### src/logic/cpm_pkg.sv
/*
  Package for the clock protect and main oscillator control block.
  Holds register offsets, field positions, reset values and divider sizes.
  Assumes a byte-wide register port with twelve address bits.
*/
package cpm_pkg;
  localparam int            ADDR_W          = 12;
  localparam int            DATA_W          = 8;
  localparam logic [11:0]   PRESCALER_OFS   = 12'h341;
  localparam logic [11:0]   PROTECT_OFS     = 12'h342;
  localparam logic [11:0]   OSC_CTRL_OFS    = 12'h343;
  localparam logic [11:0]   WPROT_OFS       = 12'h344;
  localparam int            PRESC_BIT       = 7;
  localparam int            LOCK_BIT        = 1;
  localparam int            WDT_SRC_BIT     = 2;
  localparam int            NMI_EN_BIT      = 4;
  localparam int            DIV_SRC_BIT     = 6;
  localparam int            WAIT_STOP_BIT   = 0;
  localparam int            MAIN_STOP_BIT   = 1;
  localparam int            PLL_EN_BIT      = 2;
  localparam int            OSD_EN_BIT      = 3;
  localparam int            WE_GRP1_BIT     = 1;
  localparam logic [7:0]    PROTECT_RST     = 8'h00;
  localparam logic [7:0]    OSC_CTRL_RST    = 8'h00;
  localparam logic [7:0]    PROTECT_WMASK   = 8'h56;
  localparam logic [7:0]    OSC_CTRL_WMASK  = 8'h0F;
  localparam logic [7:0]    ZERO_BYTE       = 8'h00;
  localparam int            PRESC_DIV       = 32;
  localparam int            PRESC_W         = 5;
  localparam int            SELF_OSC_DIV    = 12;
  localparam int            SELF_OSC_W      = 4;
endpackage

### src/logic/cpm_div_if.sv
/*
  Interface carrying a divider's clear request and its output tick.
  Assumes both ends run on the system clock.
*/
`timescale 1ns/1ns
`default_nettype none
interface cpm_div_if;
  logic clear;
  logic tick;
  modport ctrl (output clear, input tick);
  modport div  (input clear, output tick);
endinterface
`default_nettype wire

### src/logic/cpm_divider.sv
/*
  Counting divider that gives a one-cycle tick every DIV input edges.
  Assumes the clock enable is an ordinary synchronous input.
*/
`timescale 1ns/1ns
`default_nettype none
module cpm_divider #(
  parameter int DIV = 32,
  parameter int W   = 5
) (
  input  wire logic clk_sys_i,
  input  wire logic rstn_i,
  input  wire logic en_i,
  cpm_div_if.div    dv
);
  localparam logic [W-1:0] LAST = W'(DIV - 1);
  localparam logic [W-1:0] ONE  = W'(1);
  logic [W-1:0] cnt_q;
  logic [W-1:0] cnt_d;
  logic         tick_q;
  wire          wrap = en_i && (cnt_q == LAST);

  assign cnt_d   = dv.clear ? '0 : (!en_i ? cnt_q : (wrap ? '0 : cnt_q + ONE));
  assign dv.tick = tick_q;

  always_ff @(posedge clk_sys_i or negedge rstn_i) begin
    if (!rstn_i) begin
      cnt_q  <= '0;
      tick_q <= 1'b0;
    end else begin
      cnt_q  <= cnt_d;
      tick_q <= wrap && !dv.clear;
    end
  end
endmodule
`default_nettype wire

### src/logic/cpm_top.sv
/*
  Clock protect and main oscillator control block.
  Assumes a single-cycle byte register port; clock gates are enables.
*/
// Operation
// - Prescaler reset clears sub clock divider; reads zero.
// - Prescaler low bits unstored; write zero.
// - Lock bit zero: protect register guards; one: locks.
// - Lock, watchdog source, NMI bits set-only.
// - Lock freezes wait stop, osc stop, PLL, detect.
// - Watchdog source: bus clock or on-chip oscillator.
// - Watchdog source one starts oscillator, no stop; code still halts it (oco_run_o) in stop mode.
// - NMI enable; zero also blocks motor cutoff.
// - Divided clock source: peripheral source or main.
// - Reset: main osc runs, PLL fed self-oscillation div12.
// - Oscillator stop drives output pin high.
// - Main clock feeds PLL, peripherals and CAN.
// - Stop mode halts every clock.
`timescale 1ns/1ns
`default_nettype none
module cpm_top (
  input  wire logic                        clk_sys_i,
  input  wire logic                        rstn_i,
  input  wire logic [cpm_pkg::ADDR_W-1:0]  addr_i,
  input  wire logic [cpm_pkg::DATA_W-1:0]  wdata_i,
  input  wire logic                        wr_i,
  input  wire logic                        rd_i,
  input  var  logic                        sub_clk_en_i,
  input  var  logic                        stop_mode_i,
  input  var  logic                        wait_mode_i,
  input  var  logic                        main_osc_input_pin_i,
  output logic [cpm_pkg::DATA_W-1:0]       rdata_o,
  output logic                             sub_div32_tick_o,
  output logic                             wdt_src_oco_o,
  output logic                             oco_run_o,
  output logic                             wdt_stop_block_o,
  output logic                             nmi_enable_o,
  output logic                             motor_cutoff_en_o,
  output logic                             div_clk_from_main_o,
  output logic                             main_osc_run_o,
  output logic                             main_osc_output_pin_o,
  output logic                             pll_ref_main_o,
  output logic                             cpu_self_osc_tick_o,
  output logic                             periph_clk_run_o,
  output logic                             main_clk_en_o,
  output logic                             can_clk_en_o
);
  import cpm_pkg::*;

  logic [7:0] protect_q;
  logic [7:0] protect_d;
  logic [7:0] osc_q;
  logic [7:0] osc_d;
  logic [7:0] wprot_q;
  logic [7:0] wprot_d;
  logic [7:0] rdata_q;
  logic [7:0] rdata_d;
  logic       presc_clr_q;
  logic [14:0] outs_q;
  logic [14:0] outs_d;

  cpm_div_if sub_if ();
  cpm_div_if self_if ();

  wire sel_presc   = addr_i == PRESCALER_OFS;
  wire sel_protect = addr_i == PROTECT_OFS;
  wire sel_osc     = addr_i == OSC_CTRL_OFS;
  wire sel_wprot   = addr_i == WPROT_OFS;
  wire wr_presc    = wr_i && sel_presc;
  wire grp1_open   = wprot_q[WE_GRP1_BIT];
  wire locked      = protect_q[LOCK_BIT];
  // The protect register only moves while group 1 writes are open.
  wire wr_protect  = wr_i && sel_protect && grp1_open;
  // Oscillator control bits obey the same gate and are frozen by the lock.
  wire wr_osc      = wr_i && sel_osc && grp1_open && !locked;
  wire wr_wprot    = wr_i && sel_wprot;

  // Set-only bits: a written one sticks, a written zero is ignored.
  wire [7:0] sticky_mask = (8'h01 << LOCK_BIT) | (8'h01 << WDT_SRC_BIT) |
                           (8'h01 << NMI_EN_BIT);
  wire [7:0] prot_wr_val = wdata_i & PROTECT_WMASK;
  // Reserved bits never store, so a stray one written there is dropped.
  assign protect_d = wr_protect ?
    ((protect_q & sticky_mask) | prot_wr_val) : protect_q;
  assign osc_d     = wr_osc ? (wdata_i & OSC_CTRL_WMASK) : osc_q;
  assign wprot_d   = wr_wprot ? wdata_i : wprot_q;

  // Prescaler register holds no bits; it always reads as zero.
  wire [7:0] presc_rd = ZERO_BYTE;
  assign rdata_d = !rd_i ? ZERO_BYTE :
                   sel_presc   ? presc_rd :
                   sel_protect ? protect_q :
                   sel_osc     ? osc_q :
                   sel_wprot   ? wprot_q : ZERO_BYTE;

  // A reset bit write clears the sub clock divider next cycle.
  wire presc_clr_d = wr_presc && wdata_i[PRESC_BIT];
  assign sub_if.clear  = presc_clr_q;
  // Stop mode clears the self-oscillation count so nothing ticks.
  assign self_if.clear = stop_mode_i;

  cpm_divider #(.DIV(PRESC_DIV), .W(PRESC_W)) u_sub_div (
    .clk_sys_i (clk_sys_i),
    .rstn_i    (rstn_i),
    .en_i      (sub_clk_en_i && !stop_mode_i),
    .dv        (sub_if.div)
  );

  // After reset the CPU runs on self-oscillation divided by twelve.
  cpm_divider #(.DIV(SELF_OSC_DIV), .W(SELF_OSC_W)) u_self_div (
    .clk_sys_i (clk_sys_i),
    .rstn_i    (rstn_i),
    .en_i      (!osc_q[PLL_EN_BIT] && !stop_mode_i),
    .dv        (self_if.div)
  );

  wire wdt_oco    = protect_q[WDT_SRC_BIT];
  wire main_stop  = osc_q[MAIN_STOP_BIT];
  // Stop mode overrides software state and halts the main clock too.
  wire main_run   = !main_stop && !stop_mode_i;
  // Wait-mode stop halts the peripheral clock whatever the divided clock source.
  wire periph_run = !stop_mode_i &&
                    !(wait_mode_i && osc_q[WAIT_STOP_BIT]);

  assign outs_d = {
    sub_if.tick,                              // 14
    wdt_oco,                                  // 13
    wdt_oco && !stop_mode_i,                  // 12
    wdt_oco,                                  // 11
    protect_q[NMI_EN_BIT],                    // 10
    protect_q[NMI_EN_BIT],                    // 9
    protect_q[DIV_SRC_BIT],                   // 8
    main_run,                                 // 7
    main_stop ? 1'b1 : !main_osc_input_pin_i, // 6
    main_run && osc_q[PLL_EN_BIT],            // 5
    self_if.tick,                             // 4
    periph_run,                               // 3
    main_run,                                 // 2
    main_run,                                 // 1
    osc_q[OSD_EN_BIT]                         // 0
  };

  always_ff @(posedge clk_sys_i or negedge rstn_i) begin
    if (!rstn_i) begin
      protect_q   <= PROTECT_RST;
      osc_q       <= OSC_CTRL_RST;
      wprot_q     <= ZERO_BYTE;
      rdata_q     <= ZERO_BYTE;
      presc_clr_q <= 1'b0;
      outs_q      <= 15'h0000;
    end else begin
      protect_q   <= protect_d;
      osc_q       <= osc_d;
      wprot_q     <= wprot_d;
      rdata_q     <= rdata_d;
      presc_clr_q <= presc_clr_d;
      outs_q      <= outs_d;
    end
  end

  assign rdata_o               = rdata_q;
  assign sub_div32_tick_o      = outs_q[14];
  assign wdt_src_oco_o         = outs_q[13];
  assign oco_run_o             = outs_q[12];
  assign wdt_stop_block_o      = outs_q[11];
  assign nmi_enable_o          = outs_q[10];
  assign motor_cutoff_en_o     = outs_q[9];
  assign div_clk_from_main_o   = outs_q[8];
  assign main_osc_run_o        = outs_q[7];
  assign main_osc_output_pin_o = outs_q[6];
  assign pll_ref_main_o        = outs_q[5];
  assign cpu_self_osc_tick_o   = outs_q[4];
  assign periph_clk_run_o      = outs_q[3];
  assign main_clk_en_o         = outs_q[2];
  assign can_clk_en_o          = outs_q[1];
endmodule
`default_nettype wire

### config.mk
export PLATFORM = sky130hd
export DESIGN_NAME = cpm_top
export DESIGN_NICKNAME = d
export VERILOG_FILES = /design/src/logic/cpm_pkg.sv /design/src/logic/cpm_div_if.sv /design/src/logic/cpm_divider.sv /design/src/logic/cpm_top.sv
export SDC_FILE = /design/constraint.sdc
export NUM_CORES = 1
export LEC_CHECK = 0
export BUFFER_PORTS_ARGS = -buffer_cell sky130_fd_sc_hd__buf_2
export CORE_ASPECT_RATIO = 1.1
export CORE_UTILIZATION = 38
export CTS_CLUSTER_SIZE = 8
export DETAILED_ROUTE_END_ITERATION = 12
export PLACE_DENSITY_LB_ADDON = 0.2
export SYNTH_ARGS = -nofsm -noshare
export SYNTH_HDL_FRONTEND = slang
export SYNTH_SLANG_ARGS = --single-unit
### constraint.sdc
create_clock -name clk_sys_i -period 3.4 [get_ports clk_sys_i]
set_input_delay 0.34 -clock clk_sys_i [delete_from_list [all_inputs] [get_ports clk_sys_i]]
set_output_delay 0.34 -clock clk_sys_i [all_outputs]
set_load 0.01 [all_outputs]
# == Yosys cells after proc, flatten, opt, wreduce, memory -nomap -nowiden ==
# Cells that the tools add are included.
# word_totals
wordCells,59
regBits,55
inputBits,28
out_inout_bits,22
# classes
n_addsub,2
bitwise_logic,1
reduce_logical,28
eq_ne,6
n_mux,12
# ops
cell,n
$eq 12x10->1 const B,4
$mux 8,5
$logic_and 1x1->1,19
$mux 5,3
$mux 4,3
$logic_not 1->1,7
$or 5x7->7,1
$add 5x1->5 const B,1
$eq 5x5->1 const B,1
$add 4x1->4 const B,1
$eq 4x4->1 const B,1
$reduce_bool 2->1,2
$mux 1,1

# == Depth between registers and ports, before layout ==
# logic_depth
word_depth,6
depth_mapped,6
ltp_nobuf,6

# == By module ==
# From an unflattened synthesis, not the netlist that was laid out.
# hier_totals
cells_unflattened,159
hier_area_um2,2003.2
# modules_own_cells
mod,area_each_um2,n_inst,seq_area_each_um2,cells_each
cpm_top,1450.1,1,875.8,106
cpm_divider at u_sub_div,302.8,1,150.1,30
cpm_divider at u_self_div,250.2,1,125.1,23

# == Least setup slack after synthesis ==
# No wires, ideal clock.
# synth_timing
path_kind,reg2reg
from,reg u_sub_div.cnt_q[0]
to,reg u_sub_div.cnt_q[3]
arrival_ns,1.598
path_buffers,0
slack_ns,1.724
t_required_ns,3.322
setup_time_ns,0.078
path_stages_with_launch,6
cell_sequence,dfrtp_1 > ha_1 > and3_1 > ha_1 > or4_1 > a21oi_1
# synth_between
elab_chain_len,5
word_cells_on_any_way,6
# synth_lines
element,line_no,rtl
start: declaration,cpm_divider.sv:18,logic [W-1:0] cnt_q;
start signal: assignment,cpm_divider.sv:31,cnt_q <= cnt_d;
"parallel branches: the longest is 2 deep, another holds $add 5x1->5",--,
$mux 5 * (3 in series),cpm_divider.sv:23,assign cnt_d = dv.clear ? '0 : (!en_i ? cnt_q : (wrap ? '0 : cnt_q + ONE));
# Mark *: on every way between the ends. The select of a mux whose other input is x is not followed.
# A chain may end at the register's enable or synchronous reset.

# == Worst setup path in the final report ==
# Same ends and word-level chain as after synthesis.

==> flow_summary.json <==
{
  "run_status": "completed",
  "report.final.hold_viol_count": 0,
  "globalRoute.totalOverflow": 0,
  "synth.most_common_cell": "sky130_fd_sc_hd__dfrtp_1",
  "layout_overhead_on_the_synthesized_area_pct": 16.6,
  "initial_antenna_violation_count": 0,
  "floorplan.rows": 27,
  "proportion_of_netlist_area_held_by_the_largest_area_contributor_pct": 56.5,
  "cts_tree": "built",
  "grt_peak_use_layer": "met2",
  "remaining_drcs": 0,
  "irDropWorstVdd_mv": 0.173,
  "postCtsSetupBuffers": 0,
  "syn_avg_cell_area_um2": 12.3,
  "rsz_0062_raised_after_global_routing": "false",
  "grt_usage_pct": 14.6,
  "finalNetCount": 242,
  "synth_area_leader_cell": "sky130_fd_sc_hd__dfrtp_1",
  "hold_ws_ns": 0.198,
  "synth_nets": 197,
  "timing.critical_path.fanout_max": 6,
  "slew-limit-headroom_pct": 34.6,
  "tritoncts.num_buffers": 5,
  "dr_total_vias": 1427,
  "cts_buffer_depth": 2,
  "initial_utilization_pct": 40.2,
  "synth_cell_types": 43,
  "max_cap_violations": 0,
  "critPathRequiredTime_ns": 3.62,
  "hp-class": "input port to asynchronous set/reset pin",
  "post_route_cells_drive_above_1_share_pct": 36.3,
  "finalClockSkew_ns": 0.00574,
  "buffer_cell_driving_the_clock_tree_root": "sky130_fd_sc_hd__clkbuf_8",
  "vias_per_cell": 5.29,
  "fmax_mhz": 559,
  "remaining_antenna_violation_count_after_routing": 0,
  "met1_routing_resource_usage_after_global_routing_pct": 19.1,
  "wl_um": 3800,
  "power_leakage_nw": 1.20,
  "number_of_drc_violations_after_detailed_routing_iteration_0": 47,
  "coreArea_um2": 5070,
  "post_cts_hold_buffer_count": 0,
  "worst_pin_slew_ns": 0.981,
  "die-area_um2": 5660,
  "maximum_number_of_pins_on_one_net_before_global_route_repair": 47,
  "post_synth_most_frequent_cells": "sky130_fd_sc_hd__dfrtp_1 (46), sky130_fd_sc_hd__mux2_2 (13), sky130_fd_sc_hd__a21oi_1 (10), sky130_fd_sc_hd__nand2_1 (10), sky130_fd_sc_hd__nor2_1 (8)",
  "detail_route.wl_per_cell_um": 14.1,
  "timing.final.crit_share_pct": 52.6,
  "number_of_global_route_vias_before_repair": 1296,
  "layout_min_cycle_time_ns": 1.79,
  "syn_area_um2": 2040,
  "timing_worst_setup_path_type": "flip-flop to flip-flop",
  "met2_usage_pct": 22.6,
  "die_w_um": 71.8,
  "post_cts.resized_instances": 0,
  "met3_usage_pct": 3.68,
  "cts_num_sinks": 46,
  "worstSkewPairLatency_ns": 0.30,
  "power_density_nw_per_um2": 446,
  "number_of_diodes": 0,
  "report.final.slew_viol_count": 0,
  "synth_edf_count": 0,
  "synth_flop_cell": "sky130_fd_sc_hd__dfrtp_1",
  "synth_warnings": 0,
  "crit_path_end_kind": "flip-flop",
  "seq_area_frac_synth_pct": 56.5,
  "htree_levels": 2,
  "synthCells": 166,
  "gp_weighted_congestion": 0.749,
  "startpoint_type": "flip-flop",
  "firstDrtPassIters": 4,
  "ioPinCount": 50,
  "fin_tns_setup_ns": 0,
  "worstPathArrival_ns": 2.01,
  "clk_pin_slew_ns": 0.08,
  "floorplan.die.height_um": 78.8,
  "place.detailed.hpwl_um": 2660,
  "numPortBuffers": 49,
  "synth.ff_latch_count": 46,
  "grt_first_pass_wirelength_um": 6270,
  "finalSetupViolations": 0,
  "share_of_synthesized_flip_flops_with_an_asynchronous_set_or_reset_pct": 100,
  "post_synth_main_area_contributors": "sky130_fd_sc_hd__dfrtp_1 (56%), sky130_fd_sc_hd__mux2_2 (7.2%), sky130_fd_sc_hd__a21oi_1 (2.5%)"
}
==> layer usage <==
| metal | vias up | wire [µm] |
|---|---|---|
| li1 | 688 | - |
| met5 | - | 0 |
| met1 | 685 | 1740 |
| met2 | 48 | 1760 |
| met4 | 0 | 70 |
| met3 | 6 | 226 |
==> power by group <==
group	internal (mW)	switching (mW)	total [mW]	leakage (nW)
clock network	0.163	0.181	0.344	0.0472
logic	0.0562	0.0630	0.119	0.529
registers	0.574	0.0220	0.596	0.622
==> through the flow <==
| stage | power [mW] | setup WS [ns] | utilization (%) | area [µm²] | std cells |
|---|---|---|---|---|---|
| 2_1_floorplan | 0.681 | 1.72 | - | 2040 | 166 |
| 3_3_place_gp | 0.724 | 1.64 | 45.0 | 2280 | 262 |
| 3_5_place_dp | 0.728 | 1.64 | 45.0 | 2280 | 262 |
| 4_1_cts | 1.08 | 1.61 | 46.9 | 2380 | 270 |
| 5_1_grt | 1.12 | 1.55 | 46.9 | 2380 | 270 |
| 6_report | 1.06 | 1.61 | 46.9 | 2380 | 270 |
==> worst paths after layout <==
path                                 startpoint             endpoint  slack (ns)  depth (start not counted)
setup / recovery             u_sub_div.cnt_q[0]   u_sub_div.cnt_q[3]        1.61                          5
hold / removal                           rstn_i           outs_q[14]        0.20                          1
setup reg to reg             u_sub_div.cnt_q[0]   u_sub_div.cnt_q[3]        1.61                          5
hold reg to reg              u_self_div.dv.tick            outs_q[4]        0.36                          0
max in group asynchronous                rstn_i  u_self_div.cnt_q[3]        2.60                          1
min in group clk_sys_i     main_osc_input_pin_i            outs_q[6]        0.20                          2
==> logic make-up (layout without fill, tap and decap cells) <==
logic type	count (synthesis)	in the layout	share of synthesized area (%)
muxes	15	15	8.16
AOI/OAI and AO/OA	28	28	8.78
xor gates and xnor gates	1	1	0.430
and+or+nand+nor	58	58	19.9
adders and majority gates	3	3	1.84
DFF	46	46	56.5
buffers and inverters	15	61	4.42
==> layout by cell type, fill, tap and decap left out, drive strengths merged, types with 2 or more instances in the layout <==
cell and instances:
a211o 3, a21oi 10, a22oi 4, and3b 2
and4bb 4, buf 49, clkbuf 6, dfrtp 46
ha 3, inv 4, mux2 13, mux2i 2
nand2 10, nand2b 2, nand3b 4, nand4 3
nor2 8, nor2b 6, nor3 2, nor3b 2
nor4 2, nor4b 2, nor4bb 2, o21ai 4
o21bai 4
==> flip-flops by register name, indices dropped and copies added (netlist names), 4 cells and up <==
name              cells
outs_q               10
osc_q                 4
u_self_div.cnt_q      4
rdata_o               8
u_sub_div.cnt_q       5
protect_q             4
wprot_q               8
==> layout make-up <==
class                   count  area, µm²
clock inverters             2       12.5
clock buffers               6       82.6
inverters                   4       15.0
repair buffers             49        245
fillers                   493       2690
flip-flops and latches     46       1150
well taps                  58       72.6
multi-input cells         105        797
==> critical path, cell delays in order, from the launching register on <==
cell and delay (ns):
sky130_fd_sc_hd__dfrtp_1 0.42, sky130_fd_sc_hd__ha_1 0.24, sky130_fd_sc_hd__and3_1 0.19, sky130_fd_sc_hd__ha_1 0.24
sky130_fd_sc_hd__or4_1 0.51, sky130_fd_sc_hd__a21oi_1 0.13
Power figures use the tool's default switching activity.
